$ cat config.mk
export PLATFORM = sky130hd
export DESIGN_NAME = hpa_host_port
export DESIGN_NICKNAME = d
export VERILOG_FILES = /design/src/hpa_pkg.sv /design/src/hpa_sync.sv /design/src/hpa_host_port.sv
export SDC_FILE = /design/constraint.sdc
export NUM_CORES = 1
export LEC_CHECK = 0
export BUFFER_PORTS_ARGS = -buffer_cell sky130_fd_sc_hd__buf_2
export CAP_MARGIN = 20
export CORE_MARGIN = 2
export CORE_UTILIZATION = 40
export CTS_BUF_LIST = sky130_fd_sc_hd__clkbuf_4 sky130_fd_sc_hd__clkbuf_8
export DETAILED_ROUTE_END_ITERATION = 8
export PLACE_DENSITY = 0.59
export SLEW_MARGIN = 30
export SYNTH_ARGS = -nofsm -noshare
export SYNTH_HDL_FRONTEND = slang
export SYNTH_SLANG_ARGS = --single-unit
$ cat constraint.sdc
create_clock -name pclk -period 4.8 [get_ports pclk]
set_input_delay 0.48 -clock pclk [delete_from_list [all_inputs] [get_ports pclk]]
set_output_delay 0.48 -clock pclk [all_outputs]
set_load 0.01 [all_outputs]
$ cat src/hpa_pkg.sv
// constants, register map and access codes shared by the host port files
package hpa_pkg;

    // register byte addresses
    localparam logic [31:0] OFF_PORT_CFG = 32'h4000_0008;
    localparam logic [31:0] OFF_ADDR_TOP = 32'h4000_000c;
    localparam logic [31:0] OFF_ADDR_UMB = 32'h4000_0010;
    localparam logic [31:0] OFF_PERIPH_ID = 32'h4300_0000;
    localparam logic [31:0] OFF_PWR_EMU = 32'h4300_0004;
    localparam logic [31:0] OFF_GPIO_INT = 32'h4300_0008;
    localparam logic [31:0] OFF_GPIO_EN = 32'h4300_000c;
    localparam logic [31:0] OFF_GPIO_DIR1 = 32'h4300_0010;
    localparam logic [31:0] OFF_GPIO_VAL1 = 32'h4300_0014;
    localparam logic [31:0] OFF_GPIO_DIR2 = 32'h4300_0018;
    localparam logic [31:0] OFF_GPIO_VAL2 = 32'h4300_001c;
    localparam logic [31:0] OFF_GPIO_DIR3 = 32'h4300_0020;
    localparam logic [31:0] OFF_GPIO_VAL3 = 32'h4300_0024;
    localparam logic [31:0] OFF_RSVD_A = 32'h4300_0028;
    localparam logic [31:0] OFF_RSVD_B = 32'h4300_002c;
    localparam logic [31:0] OFF_HOST_CTL = 32'h4300_0030;
    localparam logic [31:0] OFF_WR_PTR = 32'h4300_0034;
    localparam logic [31:0] OFF_RD_PTR = 32'h4300_0038;
    localparam logic [31:0] OFF_RSVD_C = 32'h4300_003c;
    localparam logic [31:0] OFF_RSVD_D = 32'h4300_0040;

    // port configuration fields
    localparam int CFG_W = 5;
    localparam int CFG_ENA_BIT = 0;
    localparam int CFG_PAGE_BIT = 1;
    localparam int CFG_NONMULTIPLEXED_ENABLE_BIT = 2;
    localparam int CFG_FULL_BIT = 3;
    localparam int CFG_BYTEAD_BIT = 4;
    localparam logic [CFG_W-1:0] CFG_RST = 5'h00;

    // page byte registers
    localparam int PAGE_W = 8;
    localparam logic [PAGE_W-1:0] PAGE_RST = 8'h00;

    // host port control fields
    localparam int CTL_PROC_INT_BIT = 1;
    localparam int CTL_HOST_INT_BIT = 2;

    // gpio enable: upper half of the host data bus handed to gpio
    localparam int GPIO_EN_UPPER_BIT = 0;
    localparam int PWR_W = 2;
    localparam logic [PWR_W-1:0] PWR_RST = 2'h0;
    localparam logic [31:0] GPIO_RST = 32'h0000_0000;

    localparam logic [31:0] ADDR_RST = 32'h0000_0000;
    localparam logic [31:0] STEP_WORD = 32'h0000_0001;
    localparam logic [31:0] STEP_BYTE = 32'h0000_0004;

    // synchronised host pin vector
    localparam int PIN_W = 59;

    typedef enum logic [1:0] {
        HPA_ACC_CTRL = 2'b00,
        HPA_ACC_DATA_INC = 2'b01,
        HPA_ACC_ADDR = 2'b10,
        HPA_ACC_DATA = 2'b11
    } hpa_access_t;

endpackage

$ cat src/hpa_sync.sv
// three-stage synchroniser for host pins, exposing the last two stages
`timescale 1ns/100ps
module hpa_sync #(
    parameter int W = 1
) (
    input wire logic pclk,
    input wire logic presetn,
    input wire logic [W-1:0] d,
    output logic [W-1:0] q2,
    output logic [W-1:0] q3
);
    logic [W-1:0] q1;

    if (W < 1)
    begin : g_bad_w
        $error("hpa_sync width must be at least one");
    end

    always_ff @(posedge pclk or negedge presetn)
    begin
        if (!presetn)
        begin
            q1 <= '1;
            q2 <= '1;
            q3 <= '1;
        end
        else
        begin
            q1 <= d;
            q2 <= q1;
            q3 <= q2;
        end
    end
endmodule

$ cat src/hpa_host_port.sv
// host port: strobe-framed host access to internal space, apb register slave
`timescale 1ns/100ps
module hpa_host_port #(
    parameter logic [31:0] PERIPH_ID = 32'h0001_0000 // arbitrary value
) (
    input wire logic pclk,
    input wire logic presetn,
    input wire logic psel,
    input wire logic penable,
    input wire logic pwrite,
    input wire logic [31:0] paddr,
    input wire logic [31:0] pwdata,
    output logic [31:0] prdata,
    output logic pready,
    output logic pslverr,
    input wire logic host_chip_select_n,
    input wire logic [1:0] host_data_strobes_n,
    input wire logic host_address_strobe_n,
    input wire logic host_read_not_write,
    input wire logic [1:0] access_type_select,
    input wire logic [3:0] host_byte_enables_n,
    input wire logic [15:0] host_address_pins,
    input wire logic [31:0] host_data_in,
    output logic [31:0] host_data_out,
    output logic [31:0] host_data_oe_n,
    output logic host_ready_n,
    output logic host_interrupt_out_n,
    output logic proc_interrupt,
    input wire logic memory_init_done,
    output logic memory_upper_drive_enable,
    output logic bus_req,
    output logic bus_write,
    output logic [31:0] bus_addr,
    output logic [31:0] bus_wdata,
    output logic [3:0] bus_be,
    input wire logic bus_done,
    input wire logic [31:0] bus_rdata
);
    import hpa_pkg::*;

    typedef enum logic {ST_IDLE, ST_BUSY} hpa_state_t;

    logic [PIN_W-1:0] q2, q3, pin;
    logic [CFG_W-1:0] cfg;
    logic [PAGE_W-1:0] addr_top, addr_umb;
    logic [PWR_W-1:0] pwr_emu;
    logic [31:0] gpio_en, gpio_dir, gpio_val;
    logic host_int, proc_int;
    hpa_state_t state;
    logic [31:0] addr, hold;
    logic stb_q, open, pend, as_q, as_held;
    logic [1:0] as_type;
    logic as_read, as_half;
    hpa_access_t cur_type;
    logic cur_read, cur_half, cur_inc;
    logic [3:0] hold_be;

    // filtered host pins
    logic cs_n, as_n, rnw, half_sel;
    logic [1:0] ds_n, cntl;
    logic [3:0] be_n;
    logic [15:0] ha;
    logic [31:0] hd;
    logic stb, fall, rise, ena, nonmultiplexed_enable, full, halfmode, act, upper_gpio;
    logic [1:0] t_now;
    logic t_read, t_half, t_ok;
    logic host_ctl_wr, apb_ptr_wr, apb_ctl_wr, apb_wr;
    logic [31:0] rd_mux;
    logic rd_err;

    hpa_sync #(
        .W(PIN_W)
    ) u_sync (
        .pclk(pclk),
        .presetn(presetn),
        .d({host_chip_select_n, host_data_strobes_n, host_address_strobe_n,
            host_read_not_write, access_type_select, host_byte_enables_n,
            host_address_pins, host_data_in}),
        .q2(q2),
        .q3(q3)
    );

    // a pin change counts once the second and third stages agree
    always_ff @(posedge pclk or negedge presetn)
    begin
        if (!presetn)
        begin
            pin <= '1;
        end
        else
        begin
            pin <= (q3 & ~(q2 ^ q3)) | (pin & (q2 ^ q3));
        end
    end

    assign {cs_n, ds_n, as_n, rnw, cntl, be_n, ha, hd} = pin;
    assign half_sel = hd[16];
    assign ena = cfg[CFG_ENA_BIT];
    assign nonmultiplexed_enable = cfg[CFG_NONMULTIPLEXED_ENABLE_BIT];
    assign full = cfg[CFG_FULL_BIT];
    assign halfmode = !nonmultiplexed_enable && !full;
    assign upper_gpio = gpio_en[GPIO_EN_UPPER_BIT];

    // chip select low together with exactly one of the two data strobes low
    assign stb = !cs_n && (ds_n[1] ^ ds_n[0]);
    assign fall = stb && !stb_q;
    assign rise = !stb && stb_q;
    assign act = ena && (state == ST_IDLE) && stb && (fall || pend) && !open;

    // fields latched on address strobe fall take precedence when present
    assign t_now = as_held ? as_type : cntl;
    assign t_read = as_held ? as_read : rnw;
    assign t_half = as_held ? as_half : half_sel;
    assign t_ok = !nonmultiplexed_enable || (t_now == HPA_ACC_CTRL) || (t_now == HPA_ACC_DATA);

    function automatic logic [31:0] eff_addr(input logic [31:0] a, input logic [CFG_W-1:0] c,
                                             input logic [7:0] top, input logic [7:0] umb,
                                             input logic [15:0] pins);
        logic [31:0] b;
        b = c[CFG_BYTEAD_BIT] ? a : {a[29:0], 2'b00};
        if (c[CFG_NONMULTIPLEXED_ENABLE_BIT])
        begin
            b = c[CFG_BYTEAD_BIT] ? {16'h0000, pins} : {14'h0000, pins, 2'b00};
            eff_addr = {top, umb, b[15:0]};
        end
        else if (c[CFG_PAGE_BIT])
        begin
            eff_addr = {top, umb, b[15:0]};
        end
        else
        begin
            eff_addr = b;
        end
    endfunction

    function automatic logic [31:0] step(input logic [CFG_W-1:0] c);
        step = c[CFG_BYTEAD_BIT] ? STEP_BYTE : STEP_WORD;
    endfunction

    function automatic logic [31:0] ctl_word(input logic hi, input logic pi);
        ctl_word = '0;
        ctl_word[CTL_HOST_INT_BIT] = hi;
        ctl_word[CTL_PROC_INT_BIT] = pi;
    endfunction

    assign host_ctl_wr = rise && open && !cur_read && (cur_type == HPA_ACC_CTRL);
    assign apb_wr = psel && penable && pready && pwrite;
    assign apb_ptr_wr = apb_wr && ((paddr == OFF_WR_PTR) || (paddr == OFF_RD_PTR));
    assign apb_ctl_wr = apb_wr && (paddr == OFF_HOST_CTL);

    // host transaction sequencing
    always_ff @(posedge pclk or negedge presetn)
    begin
        if (!presetn)
        begin
            state <= ST_IDLE;
            stb_q <= 1'b0;
            open <= 1'b0;
            pend <= 1'b0;
            as_q <= 1'b1;
            as_held <= 1'b0;
            as_type <= 2'b00;
            as_read <= 1'b0;
            as_half <= 1'b0;
            cur_type <= HPA_ACC_CTRL;
            cur_read <= 1'b0;
            cur_half <= 1'b0;
            cur_inc <= 1'b0;
            hold_be <= 4'h0;
            addr <= ADDR_RST;
            hold <= 32'h0000_0000;
            host_data_out <= 32'h0000_0000;
            host_data_oe_n <= 32'hffff_ffff;
            host_ready_n <= 1'b0;
            bus_req <= 1'b0;
            bus_write <= 1'b0;
            bus_addr <= 32'h0000_0000;
            bus_wdata <= 32'h0000_0000;
            bus_be <= 4'h0;
        end
        else
        begin
            stb_q <= stb;
            as_q <= as_n;
            if (as_q && !as_n && !nonmultiplexed_enable)
            begin
                as_held <= 1'b1;
                as_type <= cntl;
                as_read <= rnw;
                as_half <= half_sel;
            end
            if (fall && (state == ST_BUSY))
            begin
                pend <= 1'b1;
                host_ready_n <= 1'b1;
            end
            if (state == ST_BUSY)
            begin
                if (bus_done)
                begin
                    bus_req <= 1'b0;
                    state <= ST_IDLE;
                    host_ready_n <= pend || fall;
                    if (!bus_write)
                    begin
                        hold <= bus_rdata;
                        host_data_out <= halfmode ? {16'h0000, bus_rdata[15:0]} : bus_rdata;
                    end
                    if (cur_inc)
                    begin
                        addr <= addr + step(cfg);
                    end
                end
            end
            else if (act)
            begin
                pend <= 1'b0;
                as_held <= 1'b0;
                open <= 1'b1;
                cur_type <= hpa_access_t'(t_now);
                cur_read <= t_read;
                cur_half <= t_half;
                cur_inc <= 1'b0;
                if (t_read)
                begin
                    host_data_oe_n[15:0] <= 16'h0000;
                    if (halfmode && upper_gpio)
                    begin
                        host_data_oe_n[31:16] <= ~gpio_dir[31:16];
                    end
                    else
                    begin
                        host_data_oe_n[31:16] <= 16'h0000;
                    end
                end
                if (!t_ok || !t_read)
                begin
                    host_ready_n <= 1'b0;
                end
                else if (t_now == HPA_ACC_CTRL)
                begin
                    host_ready_n <= 1'b0;
                    host_data_out <= (halfmode && t_half) ? 32'h0000_0000
                                     : ctl_word(host_int, proc_int);
                end
                else if (t_now == HPA_ACC_ADDR)
                begin
                    host_ready_n <= 1'b0;
                    if (halfmode)
                    begin
                        host_data_out <= {16'h0000, t_half ? addr[31:16] : addr[15:0]};
                    end
                    else
                    begin
                        host_data_out <= addr;
                    end
                end
                else if (halfmode && t_half)
                begin
                    host_ready_n <= 1'b0;
                    host_data_out <= {16'h0000, hold[31:16]};
                    if (t_now == HPA_ACC_DATA_INC)
                    begin
                        addr <= addr + step(cfg);
                    end
                end
                else
                begin
                    state <= ST_BUSY;
                    host_ready_n <= 1'b1;
                    bus_req <= 1'b1;
                    bus_write <= 1'b0;
                    bus_addr <= eff_addr(addr, cfg, addr_top, addr_umb, ha);
                    bus_be <= 4'hf;
                    cur_inc <= (t_now == HPA_ACC_DATA_INC) && !halfmode;
                end
            end
            if (rise && open && (state == ST_IDLE))
            begin
                open <= 1'b0;
                host_data_oe_n <= 32'hffff_ffff;
                if (!cur_read && (!nonmultiplexed_enable || cur_type == HPA_ACC_CTRL || cur_type == HPA_ACC_DATA))
                begin
                    unique case (cur_type)
                        HPA_ACC_CTRL:
                        begin
                        end
                        HPA_ACC_ADDR:
                        begin
                            if (!halfmode)
                            begin
                                addr <= hd;
                            end
                            else if (cur_half)
                            begin
                                addr[31:16] <= hd[15:0];
                            end
                            else
                            begin
                                addr[15:0] <= hd[15:0];
                            end
                        end
                        HPA_ACC_DATA_INC, HPA_ACC_DATA:
                        begin
                            if (halfmode && !cur_half)
                            begin
                                hold[15:0] <= hd[15:0];
                                hold_be <= {2'b00, ~be_n[1:0]};
                            end
                            else
                            begin
                                state <= ST_BUSY;
                                host_ready_n <= pend;
                                bus_req <= 1'b1;
                                bus_write <= 1'b1;
                                bus_addr <= eff_addr(addr, cfg, addr_top, addr_umb, ha);
                                bus_wdata <= halfmode ? {hd[15:0], hold[15:0]} : hd;
                                bus_be <= halfmode ? {~be_n[1:0], hold_be[1:0]} : ~be_n;
                                cur_inc <= (cur_type == HPA_ACC_DATA_INC);
                            end
                        end
                    endcase
                end
            end
            if (apb_ptr_wr && (state == ST_IDLE) && !open)
            begin
                addr <= pwdata;
            end
        end
    end

    // interrupts both ways; a set wins over a clear in the same cycle
    always_ff @(posedge pclk or negedge presetn)
    begin
        if (!presetn)
        begin
            host_int <= 1'b0;
            proc_int <= 1'b0;
            host_interrupt_out_n <= 1'b1;
            proc_interrupt <= 1'b0;
        end
        else
        begin
            if (apb_ctl_wr && pwdata[CTL_HOST_INT_BIT])
            begin
                host_int <= 1'b1;
            end
            else if (host_ctl_wr && hd[CTL_HOST_INT_BIT])
            begin
                host_int <= 1'b0;
            end
            if (host_ctl_wr && hd[CTL_PROC_INT_BIT])
            begin
                proc_int <= 1'b1;
            end
            else if (apb_ctl_wr && pwdata[CTL_PROC_INT_BIT])
            begin
                proc_int <= 1'b0;
            end
            host_interrupt_out_n <= !host_int;
            proc_interrupt <= proc_int;
        end
    end

    // shared upper pins: memory interface drives only after init, never in nonmultiplexed_enable
    always_ff @(posedge pclk or negedge presetn)
    begin
        if (!presetn)
        begin
            memory_upper_drive_enable <= 1'b0;
        end
        else
        begin
            memory_upper_drive_enable <= memory_init_done && !nonmultiplexed_enable;
        end
    end

    always_comb
    begin
        rd_mux = 32'h0000_0000;
        rd_err = 1'b0;
        unique case (paddr)
            OFF_PORT_CFG: rd_mux = {27'h000_0000, cfg};
            OFF_ADDR_TOP: rd_mux = {24'h00_0000, addr_top};
            OFF_ADDR_UMB: rd_mux = {24'h00_0000, addr_umb};
            OFF_PERIPH_ID: rd_mux = PERIPH_ID;
            OFF_PWR_EMU: rd_mux = {30'h0000_0000, pwr_emu};
            OFF_GPIO_EN: rd_mux = gpio_en;
            OFF_GPIO_DIR1: rd_mux = gpio_dir;
            OFF_GPIO_VAL1: rd_mux = (gpio_dir & gpio_val) | (~gpio_dir & hd);
            OFF_HOST_CTL: rd_mux = ctl_word(host_int, proc_int);
            OFF_WR_PTR, OFF_RD_PTR: rd_mux = addr;
            OFF_GPIO_INT, OFF_GPIO_DIR2, OFF_GPIO_VAL2, OFF_GPIO_DIR3, OFF_GPIO_VAL3,
            OFF_RSVD_A, OFF_RSVD_B, OFF_RSVD_C, OFF_RSVD_D: rd_mux = 32'h0000_0000;
            default: rd_err = 1'b1;
        endcase
    end

    // apb slave: one wait-free access phase, answer registered at setup
    always_ff @(posedge pclk or negedge presetn)
    begin
        if (!presetn)
        begin
            pready <= 1'b0;
            pslverr <= 1'b0;
            prdata <= 32'h0000_0000;
        end
        else
        begin
            pready <= psel && !penable;
            pslverr <= psel && !penable && rd_err;
            prdata <= (psel && !penable && !pwrite) ? rd_mux : 32'h0000_0000;
        end
    end

    // software-written configuration; the page bytes have no host path
    always_ff @(posedge pclk or negedge presetn)
    begin
        if (!presetn)
        begin
            cfg <= CFG_RST;
            addr_top <= PAGE_RST;
            addr_umb <= PAGE_RST;
            pwr_emu <= PWR_RST;
            gpio_en <= GPIO_RST;
            gpio_dir <= GPIO_RST;
            gpio_val <= GPIO_RST;
        end
        else if (apb_wr)
        begin
            unique case (paddr)
                OFF_PORT_CFG: cfg <= pwdata[CFG_W-1:0];
                OFF_ADDR_TOP: addr_top <= pwdata[PAGE_W-1:0];
                OFF_ADDR_UMB: addr_umb <= pwdata[PAGE_W-1:0];
                OFF_PWR_EMU: pwr_emu <= pwdata[PWR_W-1:0];
                OFF_GPIO_EN: gpio_en <= pwdata;
                OFF_GPIO_DIR1: gpio_dir <= pwdata;
                OFF_GPIO_VAL1: gpio_val <= pwdata;
                default:
                begin
                end
            endcase
        end
    end
endmodule

[Word-level counts from Yosys, hierarchy flattened]
Cells that the tools add are included.
Storage, ports and cells
  memories: 0
  memory bits (read-only): 0
  RAM bits: 0
  input bits: 162
  bits in latches: 0
  output and inout port bits: 172
  register bits: 610
  logic and storage cells: 309
Cells by class
  $add $sub $neg: 1
  muxes and demuxes: 136
  $mul: 0
  shift operators: 0
  magnitude comparators: 0
  bitwise gates (word level): 16
  reductions and logical operators: 82
  div/mod/pow operators: 0
  equality and inequality tests: 30
Operator list (number)
  $mux W32: 43
  $eq A32 B31 Y1 const B: 20
  $pmux W32 S10: 1
  $mux W16: 12
  $and A59 B59 Y59: 2
  $mux W1: 66
  $and A32 B32 Y32: 2
  $not A59 Y59: 1
  $or A59 B59 Y59: 1
  $xor A59 B59 Y59: 1
  $mux W4: 11
  $logic_and A1 B1 Y1: 35
  $add A32 B3 Y32: 1
  $not A32 Y32: 1
  $or A32 B32 Y32: 1
  $reduce_or A20 Y1: 1
  $reduce_and A2 Y1: 9
  $not A16 Y16: 1
  $logic_not A1 Y1: 15
  $reduce_bool A2 Y1: 5
  $eq A2 B2 Y1 const B: 4
  $reduce_and A4 Y1: 2
  $logic_or A1 B1 Y1: 7
  $mux W3: 2
  13 further kinds: 21

[Longest topological paths before layout]
Gate-level depths: netlist of the first run.
  depth after elaboration: 15
  depth in mapped cells: 11
  gate-level depth less buffers: 9

[Cells and area by module]
From an unflattened synthesis of the first run, not the netlist that was laid out.
Unflattened totals
  cell total of the unflattened synthesis: 2011
  area, all modules: 24704.9 um2
By module, submodules not included
  hpa_host_port: instances 1, area an instance 20054.2 um2, cells each 1834, sequential area each 10557.6 um2
  hpa_sync: instances 1, area an instance 4650.7 um2, cells each 177, sequential area each 4650.7 um2

[Least setup slack after synthesis of the first run]
No wires, ideal clock.
  path kind: flip-flop to flip-flop
  start: register cfg[4]
  end: register addr[26]
  data required time: 4.673 ns
  path slack: 2.226 ns
  stages on the path, launching flop included: 12
  buffers on the path: 2
  data arrival time: 2.448 ns
  period minus slack after synthesis: 2.574 ns
  setup time: 0.127 ns
  cells stage by stage: dfrtp_1 clkbuf_1 buf_1 inv_1 ha_1 ha_1 a21o_1 nand4_1 nor3_1 a31o_2 a21oi_1 o21ai_0
Between the ends
  longest elaborated chain between the ends: 15
  elaborated cells between the ends (all ways): 17
  classes of those cells: add/sub (1); mux (16)
RTL lines
  start: declaration: line hpa_host_port.sv:44  | logic [CFG_W-1:0] cfg;
  start signal: assignment: line hpa_host_port.sv:432  | OFF_PORT_CFG: cfg <= pwdata[CFG_W-1:0];
  $mux W3 *: line hpa_host_port.sv:137  | step = c[CFG_BYTEAD_BIT] ? STEP_BYTE : STEP_WORD;
  $add A32 B3 Y32 *: line hpa_host_port.sv:211, hpa_host_port.sv:264
  $mux W32: line hpa_host_port.sv:262  | if (t_now == HPA_ACC_DATA_INC)
  $mux W32: line hpa_host_port.sv:258  | else if (halfmode && t_half)
  $mux W32: line hpa_host_port.sv:246  | else if (t_now == HPA_ACC_ADDR)
  $mux W32: line hpa_host_port.sv:240  | else if (t_now == HPA_ACC_CTRL)
  $mux W32: line hpa_host_port.sv:236  | if (!t_ok || !t_read)
  $mux W32: line hpa_host_port.sv:215  | else if (act)
  $mux W32 *: line hpa_host_port.sv:197  | if (state == ST_BUSY)
  $mux W16: line hpa_host_port.sv:294  | else if (cur_half)
  $mux W32: line hpa_host_port.sv:290  | if (!halfmode)
  $mux W32: line hpa_host_port.sv:284  | unique case (cur_type)
  $mux W32: line hpa_host_port.sv:282  | if (!cur_read && (!nonmultiplexed_enable || cur_type == HPA_ACC_CTRL || cur_type == HPA_ACC_DATA))
  $mux W32 *: line hpa_host_port.sv:278  | if (rise && open && (state == ST_IDLE))
  $mux W32 *: line hpa_host_port.sv:325  | if (apb_ptr_wr && (state == ST_IDLE) && !open)
  end signal: assignment: line hpa_host_port.sv:264  | addr <= addr + step(cfg);
  end signal: assignment: line hpa_host_port.sv:296  | addr[31:16] <= hd[15:0];
  end signal: assignment: line hpa_host_port.sv:327  | addr <= pwdata;
  end: declaration: line hpa_host_port.sv:50  | logic [31:0] addr, hold;
Every way passes the cells marked *; elsewhere a longest branch is shown, timed or not.
A chain may end at the register's enable or synchronous reset.

[Worst setup path after layout of the first run]
  start: register cfg[4]
  end: register addr[15]
Same word-level chain as after synthesis.

==> run_results.csv, run 1 <==
group,metric,value,unit
setup_path,crit_required,5390,ps
power,power_leakage,0.0136,uW
hold_path,min_path_type,"input port to flop",
finish,final-seq-area,15200,um2
floorplanning,die_area,63300,um2
yosys,synth_area_per_cell,12.6,um2
floorplanning,ios,334,
route,drtIter0Drc,1571,
setup_path,cp-end-kind,"flop",
flow_run,cap_violations,0,
clocking,path_clk_slew,60,ps
hold_path,min_from,"bus_rdata[23]",
setup_path,critPathMaxFanout,33,
yosys,synthDistinctLibCells,77,
timing,finalMaxSlewViolations,0,
grt,grt_util_all_layers,24.5,%
timing,max_slew_margin,30.2,%
finish,multi_input_area,8710,um2
floorplanning,num_rows,90,
grt,antenna_found_initial,12,
finish,finish.utilization,49.5,%
finish,most-common-layout-cells,"dfrtp_1 (340), buf_2 (332), dfstp_2 (255)",
yosys,synth_nets,2120,
timing,finClkSkew,34.1,ps
placed_design,hpwl,54300,um
status,status,"completed",
timing,hold_ws,53.1,ps
route,routedWlPerCell,24.1,um
timing,worst_pin_slew,1040,ps
yosys,synth_edf_count,0,
timing,rsz0062_at_grt,"false",
setup_path,critPathArrivalTime,3810,ps
setup_path,r2r_cells,9,
clocking,htree_levels,3,
clocking,numCtsBuffers,101,
clocking,clockBufferDepth,3,
timing,min_period,3210,ps
placed_design,portBuffers,333,
clocking,clock-sinks,595,
finish,area_growth_syn_to_layout,21.9,%
floorplanning,core,60500,um2
setup_path,cp-start-kind,"flop",
power,power_density,371,nW/um2
timing,fin_crit_sh,66.9,%
hold_path,holdPathStages,2,
route,wirelength,78000,um
finish,fill_cells,5468,
grt,grt_pass1_wl,116000,um
grt,grt_pass1_vias,18200,
grt,grt_max_degree,121,
route,vias,17900,
placed_design,place.gp.congestion,0.880,
yosys,synthArstFlopShare,100,%
yosys,postSynthCellCount,1954,
power,peakVddDrop,0.208,mV
clocking,cts_root_buf,"clkbuf_8",
yosys,synth-main-ff-cell,"dfrtp_1",
setup_path,r2r_start,"cfg[4]$_DFFE_PN0P_",
route,ant_nets,0,
clocking,clock_latency,720,ps
route,dr.pass1.iters,6,
floorplanning,start_util,40.6,%
yosys,syn_area,24500,um2
yosys,ys_seq_area_share,62.0,%
floorplanning,die_w,252,um
floorplanning,dieHeight,252,um
clocking,cts_resized,0,
timing,fmaxAchievable,311,MHz
route,vias_per_cell,5.54,
timing,fin_tns_setup,0,ps
yosys,yosysWarnings,0,
finish,layout-drive-gt1-share,42.7,%
timing,hold_viol_final,0,
yosys,ys_ff_latch,595,
setup_path,crit_start,"cfg[4]$_DFFE_PN0P_",
clocking,cts_tree,"yes",
timing,setup_viol_count_final,0,
setup_path,path_class,"flop to flop",
route,drcViolationCount,0,
finish,final_common_cell,"dfrtp_1",
finish,layout.nets,2523,
grt,gr-total-overflow,0,
-- per-layer routing --
layer / wire length [um] / GRT usage, %
met5: 79 / 0
met3: 5760 / 5.55
met2: 36300 / 38.4
met1: 33300 / 33.6
met4: 2590 / 8.66
-- registers in the layout, summed over array words and instances (netlist names), 4 cells and up, named ones only --
| name | count |
|---|---|
| prdata | 32 |
| addr | 32 |
| addr_umb | 8 |
| gpio_val | 32 |
| gpio_en | 32 |
| u_sync.q3 | 59 |
| addr_top | 8 |
| u_sync.q1 | 59 |
| bus_addr | 32 |
| host_data_oe_n | 17 |
| u_sync.q2 | 59 |
| host_data_out | 32 |
| bus_be | 4 |
| bus_wdata | 32 |
| gpio_dir | 32 |
| cfg | 5 |
| hold | 32 |
-- timing repair --
| action | 4_1_cts | 5_1_grt |
|---|---|---|
| setup buffers | 0 | 0 |
| hold buffers | 76 | 0 |
| endpoints found under the hold margin | 115 | 0 |
-- logic make-up (layout without fill, tap and decap cells) --
| group | count (synthesis) | count (layout) | share of synthesized area, % |
|---|---|---|---|
| fa+ha+maj | 63 | 63 | 2.61 |
| xor+xnor | 14 | 14 | 0.500 |
| buf+inv | 150 | 640 | 2.69 |
| flops | 595 | 595 | 62.0 |
| mux | 265 | 265 | 12.5 |
| simple gates | 470 | 470 | 8.97 |
| other cells | 0 | 6 | 0 |
| compound gates | 397 | 397 | 10.7 |
-- area by class of cell --
type	count	share of cell area, %
repair buffers	442	9.15
clock buffers	179	7.09
multi-input cells	1209	29.1
inverters	8	0.100
flip-flops and latches	595	50.9
well taps	782	3.27
diodes	6	0.0502
clock inverters	11	0.356
-- per-stage QoR --
step / power [uW] / instances / cell area (um2) / setup WS (ps)
6_report: 11100 / 3232 / 29900 / 1590
5_1_grt: 11500 / 3229 / 29900 / 1500
4_1_cts: 11200 / 3226 / 29900 / 1670
3_5_place_dp: 6260 / 2960 / 26900 / 1400
3_3_place_gp: 6240 / 2960 / 26900 / 1520
2_1_floorplan: 5800 / 1954 / 24500 / 2230
-- critical path, cell delays in order (launching register included) --
cell and delay, ps:
dfrtp_1 410, buf_4 310, inv_1 310, ha_1 230, a31oi_1 160, nor4_1 840, nand4_1 200, or3b_1 390
a21oi_1 140, o21ai_0 90
-- cells in the mapped netlist (all sizes together), types with 8 or more instances --
cell | instances | area [um2]
nand2 | 227 | 852
nand4 | 22 | 144
clkbuf | 86 | 325
and3 | 17 | 106
a221oi | 8 | 70.1
mux2 | 192 | 2160
mux4 | 14 | 315
dfrtp | 340 | 8510
buf | 56 | 305
nor2 | 96 | 360
o311ai | 16 | 140
a22oi | 37 | 278
mux2i | 59 | 591
nor4 | 11 | 109
o21ai | 100 | 500
a22o | 14 | 123
o31ai | 29 | 223
maj3 | 59 | 591
a31oi | 28 | 175
a222oi | 28 | 280
a21oi | 92 | 460
nand3 | 27 | 135
nor3 | 25 | 141
dfstp | 255 | 6700
-- final timing paths --
kind                                            endpoint  slack, ps
worst min register to register   u_sync.q2[52]$_DFF_PN1_        350
min in group asynchronous               pready$_DFF_PN0_        380
worst min-delay path                hold[23]$_DFFE_PN0P_         50
worst max register to register        addr[15]$_DFF_PN0_       1590
max in group asynchronous       bus_wdata[9]$_DFFE_PN0P_       3250
worst max-delay path                  addr[15]$_DFF_PN0_       1590
-- power breakdown --
group / internal [uW] / switching (uW) / leakage, uW
combinational: 303 / 421 / 0.00516
sequential: 5310 / 192 / 0.00728
clock: 2770 / 2100 / 0.00120
No activity file was read; power rests on OpenSTA's default activity.
==> run 2: changes to the inputs <==
ABC_AREA = 1   (was default)
PLACE_DENSITY = 0.61   (was 0.59)
clock period = 2.9 ns   (was 4.8 ns; I/O delays follow)
==> run_results.csv, run 2 <==
group,metric,value,unit
grt,grt_util_all_layers,26.3,%
power,p_int,14100,uW
finish,finish.utilization,49.9,%
route,vias_per_cell,5.18,
grt,gr-total-overflow,0,
setup_path,crit_required,3540,ps
route,routedWlPerCell,21.2,um
clocking,cts_setup_buffers,0,
yosys,synthDistinctLibCells,56,
power,clkPwrFrac,43.4,%
flow_run,cap_violations,0,
clocking,clockBufferDepth,3,
finish,layout-drive-gt1-share,29.1,%
power,power_frac_seq,48.5,%
route,ant_nets,0,
clocking,cts_root_buf,"clkbuf_8",
yosys,ys_top_cells_by_count,"nand2_1 (694), dfrtp_1 (340), o21ai_0 (282), dfstp_2 (255), inv_1 (244)",
route,dr.pass1.iters,6,
yosys,syn_area,25900,um2
power,swShare,24.9,%
hold_path,min_from,"pwdata[3]",
placed_design,place.gp.congestion,0.930,
yosys,yosysWarnings,0,
timing,hold_viol_final,0,
timing,worst_pin_slew,744,ps
floorplanning,ios,334,
yosys,synth_area_per_cell,9.34,um2
floorplanning,core,64200,um2
power,power_leakage,0.0152,uW
grt,grt_pass1_vias,21600,
yosys,ys_seq_area_share,58.7,%
power,peakVddDrop,0.344,mV
clocking,clock_latency,720,ps
setup_path,path_class,"flop to flop",
timing,finClkSkew,61.0,ps
grt,grt_pass1_wl,133000,um
yosys,synth.most_common_cell,"nand2_1",
timing,setup_viol_count_final,0,
timing,rsz0062_at_grt,"false",
yosys,postSynthCellCount,2774,
timing,fin_crit_sh,84.9,%
clocking,numCtsBuffers,99,
yosys,synth-main-ff-cell,"dfrtp_1",
finish,fill_cells,5990,
route,drcViolationCount,0,
power,switchingPower,4680,uW
placed_design,portBuffers,333,
timing,min_period,2460,ps
floorplanning,dieHeight,259,um
timing,fmaxAchievable,406,MHz
yosys,synth_edf_count,0,
clocking,cts_tree,"yes",
placed_design,hpwl,64400,um
clocking,clock-sinks,595,
setup_path,critPathMaxFanout,5,
hold_path,min_path_type,"input port to flop",
route,drtIter0Drc,1995,
yosys,synthArstFlopShare,100,%
floorplanning,die_w,259,um
setup_path,cp-end-kind,"flop",
finish,layout.nets,3420,
yosys,synth_top_area_cell,"dfrtp_1",
grt,antenna_found_initial,4,
setup_path,cp-start-kind,"flop",
yosys,synth_nets,2940,
hold_path,holdPathStages,3,
setup_path,worstReg2RegEnd,"addr[24]$_DFF_PN0_",
route,wirelength,88900,um
hold_path,min_to,"gpio_en[3]$_DFFE_PN0P_",
route,vias,21700,
floorplanning,start_util,40.4,%
setup_path,reg2reg_slack,440,ps
setup_path,r2r_cells,13,
finish,final_common_cell,"nand2_1",
timing,max_slew_margin,50.4,%
yosys,ys_ff_latch,595,
clocking,cts_resized,0,
power,power_density,587,nW/um2
floorplanning,num_rows,93,
finish,most-common-layout-cells,"nand2_1 (694), dfrtp_1 (340), buf_2 (332)",
finish,top_regs,"u_sync.q1: 59 flops, u_sync.q2: 59 flops, u_sync.q3: 59 flops",
status,status,"completed",
setup_path,critPathArrivalTime,3110,ps
setup_path,r2r_start,"cfg[4]$_DFFE_PN0P_",
floorplanning,die_area,66900,um2
clocking,htree_levels,3,
timing,fin_tns_setup,0,ps
finish,area_growth_syn_to_layout,23.7,%
yosys,synth_area_leaders,"dfrtp_1 (33%), dfstp_2 (26%), nand2_1 (10%)",
yosys,synthDominantCellAreaShare,32.8,%
grt,grt_max_degree,96,
power,power_frac_comb,8.1,%
clocking,path_clk_slew,60,ps
timing,finalMaxSlewViolations,0,
-- run 2: logic make-up (layout without fill, tap and decap cells) --
family,count (synthesis),after routing,synth area share [%]
mux,20,20,0.864
xor+xnor,11,11,0.372
flops,595,595,58.7
other cells,0,4,0
buf+inv,403,966,6.58
compound gates,536,536,11.8
simple gates,1146,1146,19.2
fa+ha+maj,63,63,2.47
-- run 2: layout make-up --
cell class | count | area [um2] | share of cell area (%)
Timing Repair Buffer | 522 | 3540 | 11.0
Inverter | 260 | 978 | 3.05
Tap cell | 855 | 1070 | 3.34
Multi-Input combinational cell | 1776 | 9020 | 28.1
Clock inverter | 13 | 166 | 0.519
Antenna cell | 4 | 10.0 | 0.0312
Clock buffer | 171 | 2070 | 6.46
Sequential cell | 595 | 15200 | 47.4
-- run 2: metrics by stage --
step	cell area, um2	instances	hold slack, ps	total power, uW	setup WS [ps]
after detailed placement	28600	3882	305	10600	459
after global routing	32100	4194	72.8	19500	197
after CTS	32100	4192	17.9	19000	465
after floorplan	25900	2774	-5.59	9750	423
final	32100	4196	72.7	18800	439
after global placement	28500	3881	304	10600	383
-- run 2: routing by layer --
layer  global-route usage [%]  vias to the layer above  share of wire [%]
li1                         -                    10000                  -
met1                     35.6                    10700                 42
met2                     42.1                      908                 47
met3                     4.82                      153                7.4
met4                     10.3                        0                3.4
met5                        0                        -                  0
-- run 2: how the worst max path moves through the flow --
stage	startpoint	end	cells past startpoint
floorplan	cfg[4]$_DFFE_PN0P_	addr[24]$_DFF_PN0_	15
global placement	as_held$_DFF_PN0_	host_data_out[22]$_DFFE_PN0P_	9
detailed placement	as_held$_DFF_PN0_	addr[10]$_DFF_PN0_	11
CTS	flop	addr[1]$_DFF_PN0_	11
global route	cfg[4]$_DFFE_PN0P_	addr[24]$_DFF_PN0_	13
finish	cfg[4]$_DFFE_PN0P_	addr[24]$_DFF_PN0_	13
-- run 2: power by group through the flow --
stage | logic [uW] | registers [uW] | clock network, uW
after floorplan | 616 | 9140 | 0
after global placement | 1340 | 9230 | 0
after detailed placement | 1370 | 9240 | 0
after CTS | 1510 | 9110 | 8360
after global routing | 1660 | 9150 | 8710
final | 1520 | 9120 | 8170
-- run 2: worst max-delay path, cell delays in order (launching register included) --
cell     delay (ps)
dfrtp_1         430
inv_1           110
ha_1            190
ha_1            180
nand2_1          70
nand2_1         110
nand3_1         220
nor2_1          240
nand3_1         220
nor2_2          230
nand2_1          90
xor2_1          150
nand2_1          60
a21oi_1         120
-- run 2: what timing repair did --
item                                    in CTS  in global routing
hold buffers                               126                  0
endpoints found under the setup margin       0                  0
endpoints found under the hold margin      283                  0
==> run 3: changes to the inputs <==
PLACE_DENSITY = 0.59   (was 0.61)
clock period = 2.3 ns   (was 2.9 ns; I/O delays follow)
==> run_results.csv, run 3 (synthesis gave the netlist of run 2 again) <==
group,metric,value,unit
finish,stdcell_count,4272,
grt,grt_pass1_wl,135000,um
timing,worst_slack,68.6,ps
setup_path,cp-end-kind,"flop",
floorplanning,die_w,259,um
clocking,clock_latency,750,ps
setup_path,cp_slowest_stage_delay,460,ps
grt,grt_util_all_layers,26.9,%
setup_path,path_common_cell,"nand2_1",
timing,rsz0062_at_grt,"false",
grt,grt_max_degree,69,
placed_design,hpwl,65900,um
power,power_density,730,nW/um2
grt,gr-total-overflow,0,
timing,fin_crit_sh,97.0,%
setup_path,crit_chain,"nor2_4 -> nand2_1 -> inv_2 -> nand2_1 -> nor3_1 -> buf_4 -> o21ai_0 -> o21ai_0 -> buf_4 -> nand2_1 -> nand2_1",
grt,grt_pass1_vias,21700,
finish,layout.nets,3488,
grt,use_met1,36.2,%
timing,fmaxAchievable,448,MHz
floorplanning,die_area,66900,um2
finish,most-common-layout-cells,"nand2_1 (692), dfrtp_1 (339), buf_2 (332)",
finish,layout-drive-gt1-share,30.7,%
timing,worst_pin_slew,913,ps
finish,top_regs,"u_sync.q1: 59 flops, u_sync.q2: 59 flops, u_sync.q3: 59 flops",
placed_design,portBuffers,333,
setup_path,reg2reg_slack,70,ps
route,wirelength,90300,um
route,dr.pass1.iters,6,
placed_design,place.gp.congestion,0.941,
flow_run,cap_violations,0,
grt,use_met3,4.69,%
timing,hold_viol_final,0,
timing,max_slew_margin,38.9,%
setup_path,r2r_start,"cfg[2]$_DFFE_PN0P_",
floorplanning,dieHeight,259,um
status,status,"completed",
setup_path,cp-start-kind,"flop",
placed_design,place_inst,3940,
finish,design_area,32900,um2
timing,setup_viol_count_final,0,
placed_design,pre_cts_ws,116,ps
clocking,numCtsBuffers,101,
grt,top_usage_layer,"met2",
clocking,htree_levels,3,
timing,finClkSkew,70.9,ps
setup_path,critPathArrivalTime,2900,ps
clocking,clockBufferDepth,3,
finish,fill_cells,5993,
placed_design,place_area,29100,um2
finish,area_growth_syn_to_layout,26.8,%
route,vias_per_cell,5.16,
route,ant_nets,0,
timing,finalMaxSlewViolations,0,
timing,fin_tns_setup,0,ps
timing,min_period,2230,ps
grt,met2_usage,43.6,%
finish,final_common_cell,"nand2_1",
setup_path,critPathMaxFanout,6,
hold_path,min_path_type,"input port to asynchronous set/reset pin",
floorplanning,num_rows,93,
route,routedWlPerCell,21.1,um
setup_path,path_class,"flop to flop",
clocking,cts_tree,"yes",
clocking,clock-sinks,595,
route,vias,22100,
setup_path,crit_required,2970,ps
grt,antenna_found_initial,5,
floorplanning,start_util,40.4,%
power,finalPower,24000,uW
setup_path,crit_start,"cfg[2]$_DFFE_PN0P_",
power,power_leakage,0.0156,uW
clocking,path_clk_slew,70,ps
setup_path,cpMaxStageDelayCell,"dfrtp_1",
route,drtIter0Drc,2244,
floorplanning,core,64200,um2
power,peakVddDrop,0.496,mV
route,drcViolationCount,0,
floorplanning,ios,334,
clocking,cts_root_buf,"clkbuf_8",
==> run 3: cell count changes in the layout (fill, tap and decap cells not counted), sizes merged <==
cell / previous run / this run
buf: 396 / 455
bufinv: 3 / 2
clkbuf: 171 / 169
clkinv: 7 / 14
clkinvlp: 2 / 5
diode: 4 / 6
dlygate4sd3: 126 / 132
inv: 261 / 263
==> run 3: path summary, 6_finish.rpt <==
kind,cells past startpoint,end
max reg2reg,11,addr[10]$_DFF_PN0_
min reg2reg,0,u_sync.q3[12]$_DFF_PN1_
min in group pclk,5,host_int$_DFFE_PN0P_
max,11,addr[10]$_DFF_PN0_
min,2,bus_wdata[20]$_DFFE_PN0P_
max in group asynchronous,3,u_sync.q1[16]$_DFF_PN1_
==> run 3: timing repair <==
| item | 4_1_cts | 5_1_grt |
|---|---|---|
| gates resized for setup | 0 | 11 |
| hold buffers | 132 | 0 |
| endpoints found under the setup margin | 0 | 40 |
| endpoints found under the hold margin | 521 | 0 |
| buffers inserted | 0 | 1 |
==> run 3: metrics by stage <==
step,hold slack [ps],util (%)
finish,73.9,51.2
global route,103,51.2
CTS,40.2,51.0
detailed placement,266,45.4
global placement,261,45.4
floorplan,-65.6,-
==> run 3: report_power, final <==
part / internal, uW / switching (uW)
Clock: 5980 / 4540
Sequential: 11100 / 353
Combinational: 743 / 1230
Total: 17900 / 6130
==> run 3: metal layers <==
| layer | wire (um) | up-vias |
|---|---|---|
| met5 | 0 | - |
| met4 | 3110 | 0 |
| met3 | 6570 | 157 |
| met2 | 42600 | 897 |
| met1 | 38000 | 10800 |
| li1 | - | 10200 |
==> run 3: area by class of cell <==
class,instances,area [um2],area share [%]
Sequential cell,595,15200,46.3
Antenna cell,6,15.0,0.0457
Tap cell,855,1070,3.25
Clock buffer,168,2080,6.33
Clock inverter,24,223,0.678
Inverter,260,978,2.98
Multi-Input combinational cell,1776,9080,27.6
Timing Repair Buffer,588,4210,12.8
==> run 3: worst max-delay path, delay by kind of cell, from the launching register on <==
family                 cells  cell delay, ps
flip-flops                 1             460
buffers and inverters      3             470
AND/OR/NAND/NOR            6             960
AO/OA/AOI/OAI              2             310
